**config.mk**
```make
export PLATFORM = sky130hd
export DESIGN_NAME = keyscan_config_debounce_regs
export DESIGN_NICKNAME = d
export VERILOG_FILES = /design/src/keyscan_pkg.sv /design/src/debounce_if.sv /design/src/keyscan_debounce.sv /design/src/keyscan_config_debounce_regs.sv
export VERILOG_INCLUDE_DIRS = /design/src
export SDC_FILE = /design/constraint.sdc
export NUM_CORES = 1
export LEC_CHECK = 0
export BUFFER_PORTS_ARGS = -buffer_cell sky130_fd_sc_hd__buf_2
export CORE_ASPECT_RATIO = 2
export CORE_MARGIN = 10
export CORE_UTILIZATION = 50
export DETAILED_ROUTE_END_ITERATION = 8
export PLACE_DENSITY = 0.69
export REMOVE_ABC_BUFFERS = 1
export SLEW_MARGIN = 20
export SYNTH_ARGS = -nofsm -noshare
export SYNTH_HDL_FRONTEND = slang
export SYNTH_HIERARCHICAL = 1
export SYNTH_SLANG_ARGS = --single-unit
```
**constraint.sdc**
```tcl
create_clock -name clk -period 7.6 [get_ports clk]
set_input_delay 1.52 -clock clk [delete_from_list [all_inputs] [get_ports clk]]
set_output_delay 1.52 -clock clk [all_outputs]
set_load 0.01 [all_outputs]
```
**src/keyscan_defines.svh**
```systemverilog
// Register offsets, field positions, reset values and timing counts for the key configuration bank
`ifndef KEYSCAN_DEFINES_SVH
`define KEYSCAN_DEFINES_SVH

`define CFG_OFFSET         8'h01
`define DEB_OFFSET         8'h02
`define CFG_SLEEP_BIT      7
`define CFG_INTMODE_BIT    5
`define CFG_RELEASE_BIT    3
`define CFG_AUTOWAKE_BIT   1
`define CFG_TODIS_BIT      0
`define CFG_RESET          8'h00
`define CFG_WRITE_MASK     8'hab
`define DEB_RESET          8'hff
`define DEB_STEP_MS        2
`define CLK_HZ             100000000
`define DEB_STEP_CYCLES    (`DEB_STEP_MS * (`CLK_HZ / 1000))

`endif

```
**src/keyscan_pkg.sv**
```systemverilog
// Types used by the debounce timer of the key configuration bank
package keyscan_pkg;
    typedef enum logic [2:0] {
        DB_IDLE  = 3'b001,
        DB_COUNT = 3'b010,
        DB_DONE  = 3'b100
    } db_state_type;
endpackage

```
**src/debounce_if.sv**
```systemverilog
// Signals between the configuration bank and the debounce timer
`timescale 1ns/1ps
interface debounce_if;
    logic [3:0] press_code;
    logic [3:0] release_code;
    logic       key_level;
    logic       stable_level;
    logic       event_pulse;
    modport bank  (output press_code, output release_code, output key_level,
                   input stable_level, input event_pulse);
    modport timer (input press_code, input release_code, input key_level,
                   output stable_level, output event_pulse);
endinterface

```
**src/keyscan_debounce.sv**
```systemverilog
// Debounce timer: reports a key change once it held for the programmed time
`timescale 1ns/1ps
`include "keyscan_defines.svh"
module keyscan_debounce (
    input  wire logic clk,   // System clock
    input  wire logic nrst,  // Asynchronous reset, active low
    debounce_if.timer db     // Codes in, debounced level out
);
    localparam int unsigned STEP = `DEB_STEP_CYCLES;
    logic [31:0]                 cnt_r, cnt_nxt;
    logic                        stable_r, stable_nxt;
    logic                        ev_r, ev_nxt;
    keyscan_pkg::db_state_type   st_r, st_nxt;

    // Cycles needed for a code: 2 ms times (code plus one)
    function automatic logic [31:0] span(input logic [3:0] code);
        span = STEP * ({28'h0, code} + 32'h1);
    endfunction

    // Count while the input differs from the stable level
    always_comb begin
        cnt_nxt    = cnt_r;
        stable_nxt = stable_r;
        ev_nxt     = 1'b0;
        st_nxt     = st_r;
        case (st_r)
            keyscan_pkg::DB_IDLE: begin
                cnt_nxt = 32'h0;
                if (db.key_level != stable_r) begin
                    st_nxt = keyscan_pkg::DB_COUNT;
                end
            end
            keyscan_pkg::DB_COUNT: begin
                if (db.key_level == stable_r) begin
                    st_nxt = keyscan_pkg::DB_IDLE; // Bounce restarts the wait
                end else if (cnt_r + 32'h2 >= span(stable_r ? db.release_code : db.press_code)) begin
                    st_nxt = keyscan_pkg::DB_DONE;
                end else begin
                    cnt_nxt = cnt_r + 32'h1;
                end
            end
            keyscan_pkg::DB_DONE: begin
                // A bounce on the last count edge must not yield an event with no change
                if (db.key_level != stable_r) begin
                    stable_nxt = db.key_level; // Report only after full hold
                    ev_nxt     = 1'b1;
                end
                st_nxt     = keyscan_pkg::DB_IDLE;
            end
            default: st_nxt = keyscan_pkg::DB_IDLE;
        endcase
    end

    // State registers
    always_ff @(posedge clk or negedge nrst) begin
        if (!nrst) begin
            cnt_r    <= 32'h0;
            stable_r <= 1'b0;
            ev_r     <= 1'b0;
            st_r     <= keyscan_pkg::DB_IDLE;
        end else begin
            cnt_r    <= cnt_nxt;
            stable_r <= stable_nxt;
            ev_r     <= ev_nxt;
            st_r     <= st_nxt;
        end
    end

    assign db.stable_level = stable_r;
    assign db.event_pulse  = ev_r;

    // An event always comes with a changed level
    a_event_level_change: assert property (@(posedge clk) disable iff (!nrst)
        ev_r |-> $changed(stable_r)) else $error("Debounce event without level change");
    // No event while the input had just bounced back
    a_event_needs_hold: assert property (@(posedge clk) disable iff (!nrst)
        (st_r == keyscan_pkg::DB_COUNT && db.key_level == stable_r) |=> !ev_r)
        else $error("Debounce event after bounce");
    c_release_event: cover property (@(posedge clk) disable iff (!nrst) ev_r && !stable_r);
endmodule // keyscan_debounce

```
**src/keyscan_config_debounce_regs.sv**
```systemverilog
// Configuration and debounce register bank of the key-switch controller
//
// Operation
// - PWM enable forces operating mode, blocks sleep
// - Otherwise host, autosleep, autowake change sleep
// - Reads return live sleep state
// - Mode 0: interrupt clears when FIFO empty
// - Timeout-disable bit 0 turns bus timeout off
// - Release queuing bit 3, autowake bit 1
// - Debounce nibbles: 2 ms times code plus one
`timescale 1ns/1ps
`include "keyscan_defines.svh"
module keyscan_config_debounce_regs (
    input  wire logic       clk,             // System clock, 100 MHz
    input  wire logic       nrst,            // Asynchronous reset, active low
    input  wire logic       reg_wr,          // Register write strobe
    input  wire logic       reg_rd,          // Register read strobe
    input  wire logic [7:0] reg_addr,        // Register offset
    input  wire logic [7:0] reg_wdata,       // Write data
    output logic      [7:0] reg_rdata,       // Read data, registered
    input  wire logic       pwm_cc_enable,   // Constant-current PWM enabled
    input  wire logic       autosleep_req,   // Autosleep timeout pulse
    input  wire logic       wake_keypress,   // Keypress seen during sleep
    input  wire logic       fifo_empty,      // Key event FIFO empty
    input  wire logic       fifo_read,       // Host read of the key FIFO
    input  wire logic       key_event,       // New key event queued
    input  wire logic       key_pin,         // Raw key level, pin domain
    output logic            key_stable,      // Debounced key level
    output logic            key_changed,     // One-cycle debounced change
    output logic            key_int,         // Key interrupt, active high
    output logic            operating,       // Chip in key-switch operating mode
    output logic            release_enable,  // Queue key releases
    output logic            autowake_enable, // Keypress wakeup enabled
    output logic            bus_timeout_en   // Serial bus timeout enabled
);
    logic [7:0] cfg_r, cfg_nxt;
    logic [7:0] deb_r, deb_nxt;
    logic [7:0] rdata_r, rdata_nxt;
    logic       int_r, int_nxt;
    logic [2:0] sync_r;
    logic       key_r, key_nxt;
    logic       sleep_bit;
    logic [2:0] sync_nxt;
    logic       cfg_wr;
    logic       deb_wr;
    logic       cfg_rd;
    debounce_if dbi ();

    // Pin synchroniser: level counts when stages two and three agree
    always_comb begin
        sync_nxt = {sync_r[1:0], key_pin};
        key_nxt  = (sync_r[2] == sync_r[1]) ? sync_r[2] : key_r;
    end

    // Synchroniser registers; the pin may move at any time
    always_ff @(posedge clk or negedge nrst) begin
        if (!nrst) begin
            sync_r <= 3'h0;
            key_r  <= 1'b0;
        end else begin
            sync_r <= sync_nxt;
            key_r  <= key_nxt;
        end
    end

    // Address match shared by the strobe decodes and the checks
    function automatic logic addr_hit(input logic [7:0] addr, input logic [7:0] offset);
        addr_hit = (addr == offset);
    endfunction

    // Strobe decodes per register
    assign cfg_wr = reg_wr & addr_hit(reg_addr, `CFG_OFFSET);
    assign deb_wr = reg_wr & addr_hit(reg_addr, `DEB_OFFSET);
    assign cfg_rd = reg_rd & addr_hit(reg_addr, `CFG_OFFSET);

    // Register next values and sleep control
    always_comb begin
        cfg_nxt   = cfg_r;
        deb_nxt   = deb_r;
        rdata_nxt = rdata_r;
        int_nxt   = int_r;
        if (cfg_wr) begin
            cfg_nxt = reg_wdata & `CFG_WRITE_MASK; // Reserved bits kept zero
        end
        if (deb_wr) begin
            deb_nxt = reg_wdata;
        end
        // Under PWM the stored bit keeps host writes; only operating is forced
        if (!pwm_cc_enable) begin
            if (autosleep_req) begin
                cfg_nxt[`CFG_SLEEP_BIT] = 1'b0;
            end
            if (wake_keypress && cfg_r[`CFG_AUTOWAKE_BIT]) begin
                cfg_nxt[`CFG_SLEEP_BIT] = 1'b1; // Autowake wins over sleep
            end
        end
        if (reg_rd) begin
            case (reg_addr)
                `CFG_OFFSET: rdata_nxt = {sleep_bit, cfg_r[6:0]}; // Live state
                `DEB_OFFSET: rdata_nxt = deb_r;
                default:     rdata_nxt = 8'h00;
            endcase
        end
        // Interrupt: set wins over clear
        if (key_event) begin
            int_nxt = 1'b1;
        end else if (cfg_r[`CFG_INTMODE_BIT] ? fifo_read : fifo_empty) begin
            int_nxt = 1'b0;
        end
    end

    // Register stage
    always_ff @(posedge clk or negedge nrst) begin
        if (!nrst) begin
            cfg_r   <= `CFG_RESET; // Starts in shutdown
            deb_r   <= `DEB_RESET; // 32 ms both
            rdata_r <= 8'h00;
            int_r   <= 1'b0;
        end else begin
            cfg_r   <= cfg_nxt;
            deb_r   <= deb_nxt;
            rdata_r <= rdata_nxt;
            int_r   <= int_nxt;
        end
    end

    assign sleep_bit       = pwm_cc_enable | cfg_r[`CFG_SLEEP_BIT];
    assign operating       = sleep_bit;
    assign reg_rdata       = rdata_r;
    assign key_int         = int_r;
    assign release_enable  = cfg_r[`CFG_RELEASE_BIT];
    assign autowake_enable = cfg_r[`CFG_AUTOWAKE_BIT];
    assign bus_timeout_en  = ~cfg_r[`CFG_TODIS_BIT];

    // Debounce timer hookup
    assign dbi.press_code   = deb_r[3:0];
    assign dbi.release_code = deb_r[7:4];
    assign dbi.key_level    = key_r;
    assign key_stable       = dbi.stable_level;
    assign key_changed      = dbi.event_pulse;

    keyscan_debounce u_deb (
        .clk  (clk),
        .nrst (nrst),
        .db   (dbi.timer)
    );

    // Sleep control, readback, interrupt and register checks
    a_pwm_keeps_on: assert property (@(posedge clk) disable iff (!nrst)
        pwm_cc_enable |-> operating) else $error("Sleep while PWM enabled");
    a_autosleep_clears: assert property (@(posedge clk) disable iff (!nrst)
        (autosleep_req && !wake_keypress && !pwm_cc_enable && !(reg_wr && reg_addr == `CFG_OFFSET))
        |=> !cfg_r[`CFG_SLEEP_BIT]) else $error("Autosleep ignored");
    a_read_live_sleep: assert property (@(posedge clk) disable iff (!nrst)
        (reg_rd && reg_addr == `CFG_OFFSET) |=> rdata_r[`CFG_SLEEP_BIT] == $past(operating))
        else $error("Sleep readback wrong");
    a_int_mode0_hold: assert property (@(posedge clk) disable iff (!nrst)
        (int_r && !cfg_r[`CFG_INTMODE_BIT] && !fifo_empty) |=> int_r)
        else $error("Interrupt cleared with FIFO not empty");
    a_int_mode1_clear: assert property (@(posedge clk) disable iff (!nrst)
        (cfg_r[`CFG_INTMODE_BIT] && fifo_read && !key_event) |=> !int_r)
        else $error("Interrupt not cleared on read");
    a_timeout_ctrl: assert property (@(posedge clk) disable iff (!nrst)
        cfg_wr |=> bus_timeout_en == !$past(reg_wdata[`CFG_TODIS_BIT]))
        else $error("Timeout control wrong");
    a_reserved_zero: assert property (@(posedge clk) disable iff (!nrst)
        (cfg_r[6] | cfg_r[4] | cfg_r[2]) == 1'b0) else $error("Reserved bit set");
    a_debounce_write: assert property (@(posedge clk) disable iff (!nrst)
        (reg_wr && reg_addr == `DEB_OFFSET) |=> deb_r == $past(reg_wdata))
        else $error("Debounce write lost");

    // Autowake raises the sleep bit when allowed
    a_wake_sets: assert property (@(posedge clk) disable iff (!nrst)
        (wake_keypress && cfg_r[`CFG_AUTOWAKE_BIT] && !pwm_cc_enable) |=> cfg_r[`CFG_SLEEP_BIT])
        else $error("Autowake ignored");

    // Host write moves the sleep bit when nothing else claims it
    a_host_sleep_write: assert property (@(posedge clk) disable iff (!nrst)
        (cfg_wr && !autosleep_req && !wake_keypress && !pwm_cc_enable)
        |=> cfg_r[`CFG_SLEEP_BIT] == $past(reg_wdata[`CFG_SLEEP_BIT]))
        else $error("Host sleep write lost");

    // PWM freezes the stored sleep bit against autosleep and autowake
    a_pwm_blocks_sleep: assert property (@(posedge clk) disable iff (!nrst)
        (pwm_cc_enable && !cfg_wr) |=> $stable(cfg_r[`CFG_SLEEP_BIT]))
        else $error("Sleep bit moved under PWM");
    a_pwm_reads_on: assert property (@(posedge clk) disable iff (!nrst)
        (pwm_cc_enable && cfg_rd) |=> reg_rdata[`CFG_SLEEP_BIT])
        else $error("Sleep reported under PWM");

    // A queued key event raises the interrupt; mode 0 drops it on an empty FIFO
    a_int_set: assert property (@(posedge clk) disable iff (!nrst)
        key_event |=> key_int) else $error("Interrupt not raised");
    a_int_mode0_clear: assert property (@(posedge clk) disable iff (!nrst)
        (!cfg_r[`CFG_INTMODE_BIT] && fifo_empty && !key_event) |=> !key_int)
        else $error("Interrupt kept with FIFO empty");

    // Release queuing and autowake follow the host write
    a_cfg_flags: assert property (@(posedge clk) disable iff (!nrst)
        cfg_wr |=> (release_enable == $past(reg_wdata[`CFG_RELEASE_BIT]))
                && (autowake_enable == $past(reg_wdata[`CFG_AUTOWAKE_BIT])))
        else $error("Configuration flags wrong");

    // Read data stands until the next read; unmapped offsets read zero
    a_rdata_holds: assert property (@(posedge clk) disable iff (!nrst)
        !reg_rd |=> $stable(reg_rdata)) else $error("Read data changed without a read");
    a_unmapped_zero: assert property (@(posedge clk) disable iff (!nrst)
        (reg_rd && !addr_hit(reg_addr, `CFG_OFFSET) && !addr_hit(reg_addr, `DEB_OFFSET))
        |=> reg_rdata == 8'h00)
        else $error("Unmapped read not zero");

    // Main scenarios; all but c_key_change are seen by the bench
    c_autowake: cover property (@(posedge clk) disable iff (!nrst) $rose(cfg_r[`CFG_SLEEP_BIT]));
    c_int_cleared: cover property (@(posedge clk) disable iff (!nrst) $fell(int_r));
    c_key_change: cover property (@(posedge clk) disable iff (!nrst) key_changed);
    c_pwm_override: cover property (@(posedge clk) disable iff (!nrst) pwm_cc_enable && !cfg_r[`CFG_SLEEP_BIT]);
endmodule // keyscan_config_debounce_regs

```
# Word level (Yosys, flattened, before mapping)
# Cells that the tools add are included.
dict set report op_classes {
  add_sub_neg 3
  multipliers 1
  magnitude_cmp 1
  eq_ne 12
  mux 18
  n_bitwise 4
  n_reduce_logical 6
}
# op count
set ops {}
lappend ops {{$mux 32} 2}
lappend ops {{$pmux 32 s2} 1}
lappend ops {{$add 32x1->32 const B} 1}
lappend ops {{$add 32x2->32 const B} 1}
lappend ops {{$ge 32x32->1} 1}
lappend ops {{$mul 12x32->26 const A} 1}
lappend ops {{$pmux 8 s2} 1}
lappend ops {{$mux 3} 3}
lappend ops {{$eq 8x1->1 const B} 1}
lappend ops {{$eq 8x2->1 const B} 1}
lappend ops {{$mux 1} 8}
lappend ops {{$mux 8} 1}
lappend ops {{$pmux 3 s2} 1}
lappend ops {{$add 4x1->5 const B} 1}
lappend ops {{$mux 4} 1}
lappend ops {{$ne 2x2->1 const B} 2}
lappend ops {{$reduce_and 2->1} 2}
lappend ops {{$reduce_bool 2->1} 2}
lappend ops {{$eq 3x1->1 const B} 1}
lappend ops {{$eq 3x2->1 const B} 1}
lappend ops {{$eq 3x3->1 const B} 1}
lappend ops {{$ne 3x1->1 const B} 1}
lappend ops {{$reduce_and 3->1} 1}
lappend ops {{$and 1x1->1} 2}
lappend ops {{6 further kinds} 7}
dict set report word_totals {
  regBits 63
  inputBits 27
  output_inout_bits 15
  wordCells 56
}

# Depth between registers and ports, before layout
dict set report depth {
  word_depth 7
  ltp_mapped 27
  ltp_nobuf 25
}

# Modules after synthesis
# The synthesis kept the hierarchy.
# mod n_inst cells_per_inst area_per_inst_um2 seq_area_each_um2
set modules_own_cells {}
lappend modules_own_cells {keyscan_debounce 1 447 3782.4 927.1}
lappend modules_own_cells {keyscan_config_debounce_regs 1 87 1126.1 660.6}

# Least setup slack after synthesis
# No wires, ideal clock.
dict set report synth_path {
  path_kind {flip-flop to flip-flop}
  start {reg u_deb.stable_r (netlist: u_deb/db.stable_level)}
  end {reg u_deb.cnt_r[12]}
  setup_ns 0.078
  arrival_time_ns 6.223
  t_required_ns 7.522
  setup_slack_ns 1.299
  stages_incl_launch_ff 26
  path_buffers 1
  period_less_slack_ns 6.301
  cell_sequence {dfrtp_1 > clkbuf_1 > mux2i_1 > inv_1 > ha_1 > xnor2_1 > ha_1 > xor2_1 > ha_1 > ha_1 > ha_1 > and3b_1 > o21a_1 > o21ai_0 > a21oi_1 > o311ai_0 > a21oi_1 > o21ai_0 > xor2_1 > ha_1 > a21o_1 > a2111oi_4 > nand4_4 > o31a_1 > or4_1 > a21oi_1}
}
dict set report synth_between {
  elab_chain_cells 6
  elab_cells_between_ends 8
  classes_between {1 x add/sub; 1 x mul; 1 x order compare; 3 x eq/ne; 1 x mux; 1 x reduce/logical}
}
# element line_no
set synth_lines {}
lappend synth_lines {{start: declaration} keyscan_debounce.sv:11} ;# logic stable_r, stable_nxt;
lappend synth_lines {{start signal: assignment} keyscan_debounce.sv:63} ;# stable_r <= stable_nxt;
lappend synth_lines {{$mux 4} keyscan_debounce.sv:36} ;# end else if (cnt_r + 32'h2 >= span(stable_r ? db.release_code : db.press_code)) begin
lappend synth_lines {{$add 4x1->5} keyscan_debounce.sv:17} ;# span = STEP * ({28'h0, code} + 32'h1);
lappend synth_lines {{$mul 12x32->26} keyscan_debounce.sv:17}
lappend synth_lines {{$ge 32x32->1} keyscan_debounce.sv:36}
lappend synth_lines {{$ne 2x2->1 (no line)} --}
lappend synth_lines {{$reduce_and 3->1 (no line) (*)} --}
lappend synth_lines {{end signal: assignment} keyscan_debounce.sv:62} ;# cnt_r <= cnt_nxt;
lappend synth_lines {{end: declaration} keyscan_debounce.sv:10} ;# logic [31:0] cnt_r, cnt_nxt;
# Mark *: on every way between the ends. The rest lies on a longest branch, timed or not.
# A chain may end at the register's enable or synchronous reset.

# Worst setup path in the final report
dict set report layout_path {
  start {reg u_deb.stable_r (netlist: u_deb/db.stable_level)}
  end {reg u_deb.cnt_r[16]}
}
# The elaborated chain is that of the path after synthesis.

==> results.ini <==
[sta]
skew_ps = 7.65
period_share_pct = 88.1
fmax_mhz = 149
max_slew_margin_pct = 44.7
fin_tns_setup_ps = 0
worst_slew_pin_slew_ps = 829
slew_violations = 0
timing.final.ws_setup_ps = 906
finalSetupViolations = 0
hold-worst-slack_ps = 348
rsz0062_at_grt = false
finalCriticalPeriod_ps = 6690
final-hold-violation-count = 0

[critical_path]
critPathSlowestCell = o31ai_1
r2r_slack_ps = 910
cpLargestDelayFamily = compound AO/OA/AOI/OAI gates
cpMostUsedCell = ha_1
path_cells = mux2i_1 -> inv_1 -> ha_1 -> xnor2_1 -> ha_1 -> xor2_1 -> ha_1 -> ha_1 -> ha_1 -> and3b_1 -> o21a_1 -> o21ai_0 -> a21oi_1 -> o311ai_0 -> a21oi_1 -> o21ai_0 -> xor2_1 -> ha_1 -> a21o_1 -> a2111oi_4 -> nand4_4 -> o31ai_1 -> a31oi_1 -> a41o_1
r2r-end = u_deb/cnt_r[16]
end_kind = register
crit_required_ps = 7820
endpoint = u_deb/cnt_r[16]
rr_worst_depth = 24
rr_startpoint = u_deb/db.stable_level
crit_start = u_deb/db.stable_level
arrival_ps = 6910
critPathBufInv = 1
cp_max_fo = 9
startpoint_type = register
crit_type = register to register
cp_slowest_stage_delay_ps = 590
cp.depth = 24

[floorplan]
die_x_um = 90.1
io_pins = 42
start_util_pct = 50.6
rows = 51
die_h_um = 160
core_area_um2 = 9700
dieArea_um2 = 14400

[hold_path]
hold_path.class = register to register
min_from = sync_r[0]

[finish]
num-nets-final = 650
antenna_cells = 0
mostFrequentLayoutCells = dfrtp_1 (54), ha_1 (49), nand2_1 (43), buf_2 (41), nor2_1 (34)
stdcell_count = 710
syn2layout_area_growth_pct = 13.3
fill_cells = 875
seqCellArea_um2 = 1590
multi_input_comb_area_um2 = 3130
layout-drive-gt1-share_pct = 19.4
final_common_cell = dfrtp_1

[synth]
ys_ff_latch = 63
synth_area_um2 = 4910
syn_area_per_cell_um2 = 9.19
synth-edff-count = 0
yosysWarningCount = 6
ys_types = 67
synth-main-ff-cell = dfrtp_1
synthArstFlopShare_pct = 100
yosysSeqAreaShare_pct = 32.3
synthCells = 534

[place]
dp_slack_ps = 954
hpwl_mm = 10.4
gp_congestion = 0.961
dp_cells = 694
port_buffers = 41

[pwr]
cellLeakagePower_uw = 0.00260
power.share.clock_pct = 43.7
seqPwrFrac_pct = 34.8
ir_drop_v = 0.000111
internal-power_uw = 717
p_comb_share_pct = 21.4
switching_share_pct = 31.6
powerDensity_nw_per_um2 = 188
switchingPower_uw = 331
total_power_uw = 1050

[clock_tree]
ctsHoldBuffers = 0
clk_latency_ps = 330
cts_buffers = 9
cts_root_buf = clkbuf_16
htree_levels = 3
clockBufferDepth = 2
cts_resized = 0
tritoncts = built
clk_pin_slew_ps = 60
cts_setup_buffers = 0
cts_num_sinks = 63

[status]
status = completed

[detailed_routing]
drc = 0
viasPerCell = 5.94
num_vias = 4214
drt.antenna.violating_nets = 0
drt-wirelength-per-cell_um = 18.8
routed_wl_mm = 13.4
firstDrtPassIters = 4
drt_iter0_drc = 222

[grt]
grt_max_degree = 64
antenna_found_initial = 0
grt_overflow_total = 0
grt_pass1_vias = 4371
track_usage_pct = 18.5
grt_pass1_wl_mm = 21.6

[job]
maxCapViolCount = 0

==> layer usage <==
metal | global-route usage [%] | routed length [um]
met5 | 0 | 0
met4 | 11.6 | 695
met3 | 4.13 | 541
met2 | 35.0 | 7390
met1 | 17.3 | 4730
==> sequential cells by signal, summed over array words and instances (netlist names), 3 cells and up <==
signal / count
sync_r: 3
u_deb/cnt_r: 32
u_deb/st_r: 3
reg_rdata: 8
deb_r: 8
cfg_r: 5
==> cells by family after synthesis <==
group                      synth area share [%]
and+or+nand+nor                            22.9
AOI/OAI and AO/OA                          15.2
DFF                                        32.3
adders and majority gates                  13.1
buffers and inverters                      4.05
xor gates and xnor gates                   6.78
muxes                                      5.61
other                                    0.0764
==> final cells by class <==
| type | instances | share of cell area, % |
|---|---|---|
| Sequential cell | 63 | 28.5 |
| Clock inverter | 7 | 1.84 |
| Clock buffer | 9 | 4.05 |
| Multi-Input combinational cell | 422 | 56.2 |
| Inverter | 32 | 2.16 |
| Tap cell | 132 | 2.97 |
| Timing Repair Buffer | 45 | 4.23 |
==> worst reg2reg max path: stages, from the launching register on <==
cell and delay [ps]:
dfrtp_1 560, mux2i_1 410, inv_1 120, ha_1 250, xnor2_1 360, ha_1 260
xor2_1 160, ha_1 250, ha_1 280, ha_1 320, and3b_1 190, o21a_1 170
o21ai_0 200, a21oi_1 140, o311ai_0 450, a21oi_1 120, o21ai_0 200, xor2_1 190
ha_1 270, a21o_1 190, a2111oi_4 290, nand4_4 210, o31ai_1 590, a31oi_1 170
a41o_1 230
==> power by group through the flow <==
stage | clock network, uW | logic (uW) | registers [uW]
after floorplan | 0 | 141 | 368
after global placement | 0 | 218 | 370
after detailed placement | 0 | 223 | 371
after CTS | 466 | 223 | 365
after global routing | 479 | 249 | 368
final | 458 | 224 | 365
==> worst min path at each step <==
stage                            to  slack (ps)  depth (start not counted)
after floorplan           sync_r[1]         330                          0
after detailed placement  sync_r[1]         340                          0
after CTS                 sync_r[1]         350                          0
final                     sync_r[1]         350                          0
after global routing      sync_r[1]         360                          0
after global placement    sync_r[1]         330                          0
==> Yosys cell counts, types with 5 or more instances <==
master	instances	area share [%]
o21ai_0	21	2.1
xnor2_1	23	4.1
o31ai_1	5	0.76
a31o_2	6	1.1
nand2b_1	5	0.64
clkbuf_1	12	0.92
nand4_1	12	1.5
or3_1	5	0.64
a21o_1	11	1.7
or2_2	7	0.89
and3_1	6	0.76
or4_1	10	1.5
mux2i_1	8	1.6
nor4_1	12	1.5
ha_1	49	12
a21oi_1	27	2.8
nand3_1	18	1.8
mux2_2	12	2.8
nor2b_1	9	1.1
dfrtp_1	54	28
dfstp_2	9	4.8
nor2_1	34	2.6
nand2_1	43	3.3
inv_1	32	2.4
xor2_1	15	2.7
nor3_1	13	1.3
==> metrics by stage <==
| stage | area, um2 | util, % |
|---|---|---|
| 2_1_floorplan | 4830 | - |
| 3_3_place_gp | 5240 | 54.0 |
| 3_5_place_dp | 5240 | 54.0 |
| 4_1_cts | 5560 | 57.4 |
| 5_1_grt | 5560 | 57.4 |
| 6_report | 5560 | 57.4 |
Power figures use the tool's default switching activity.
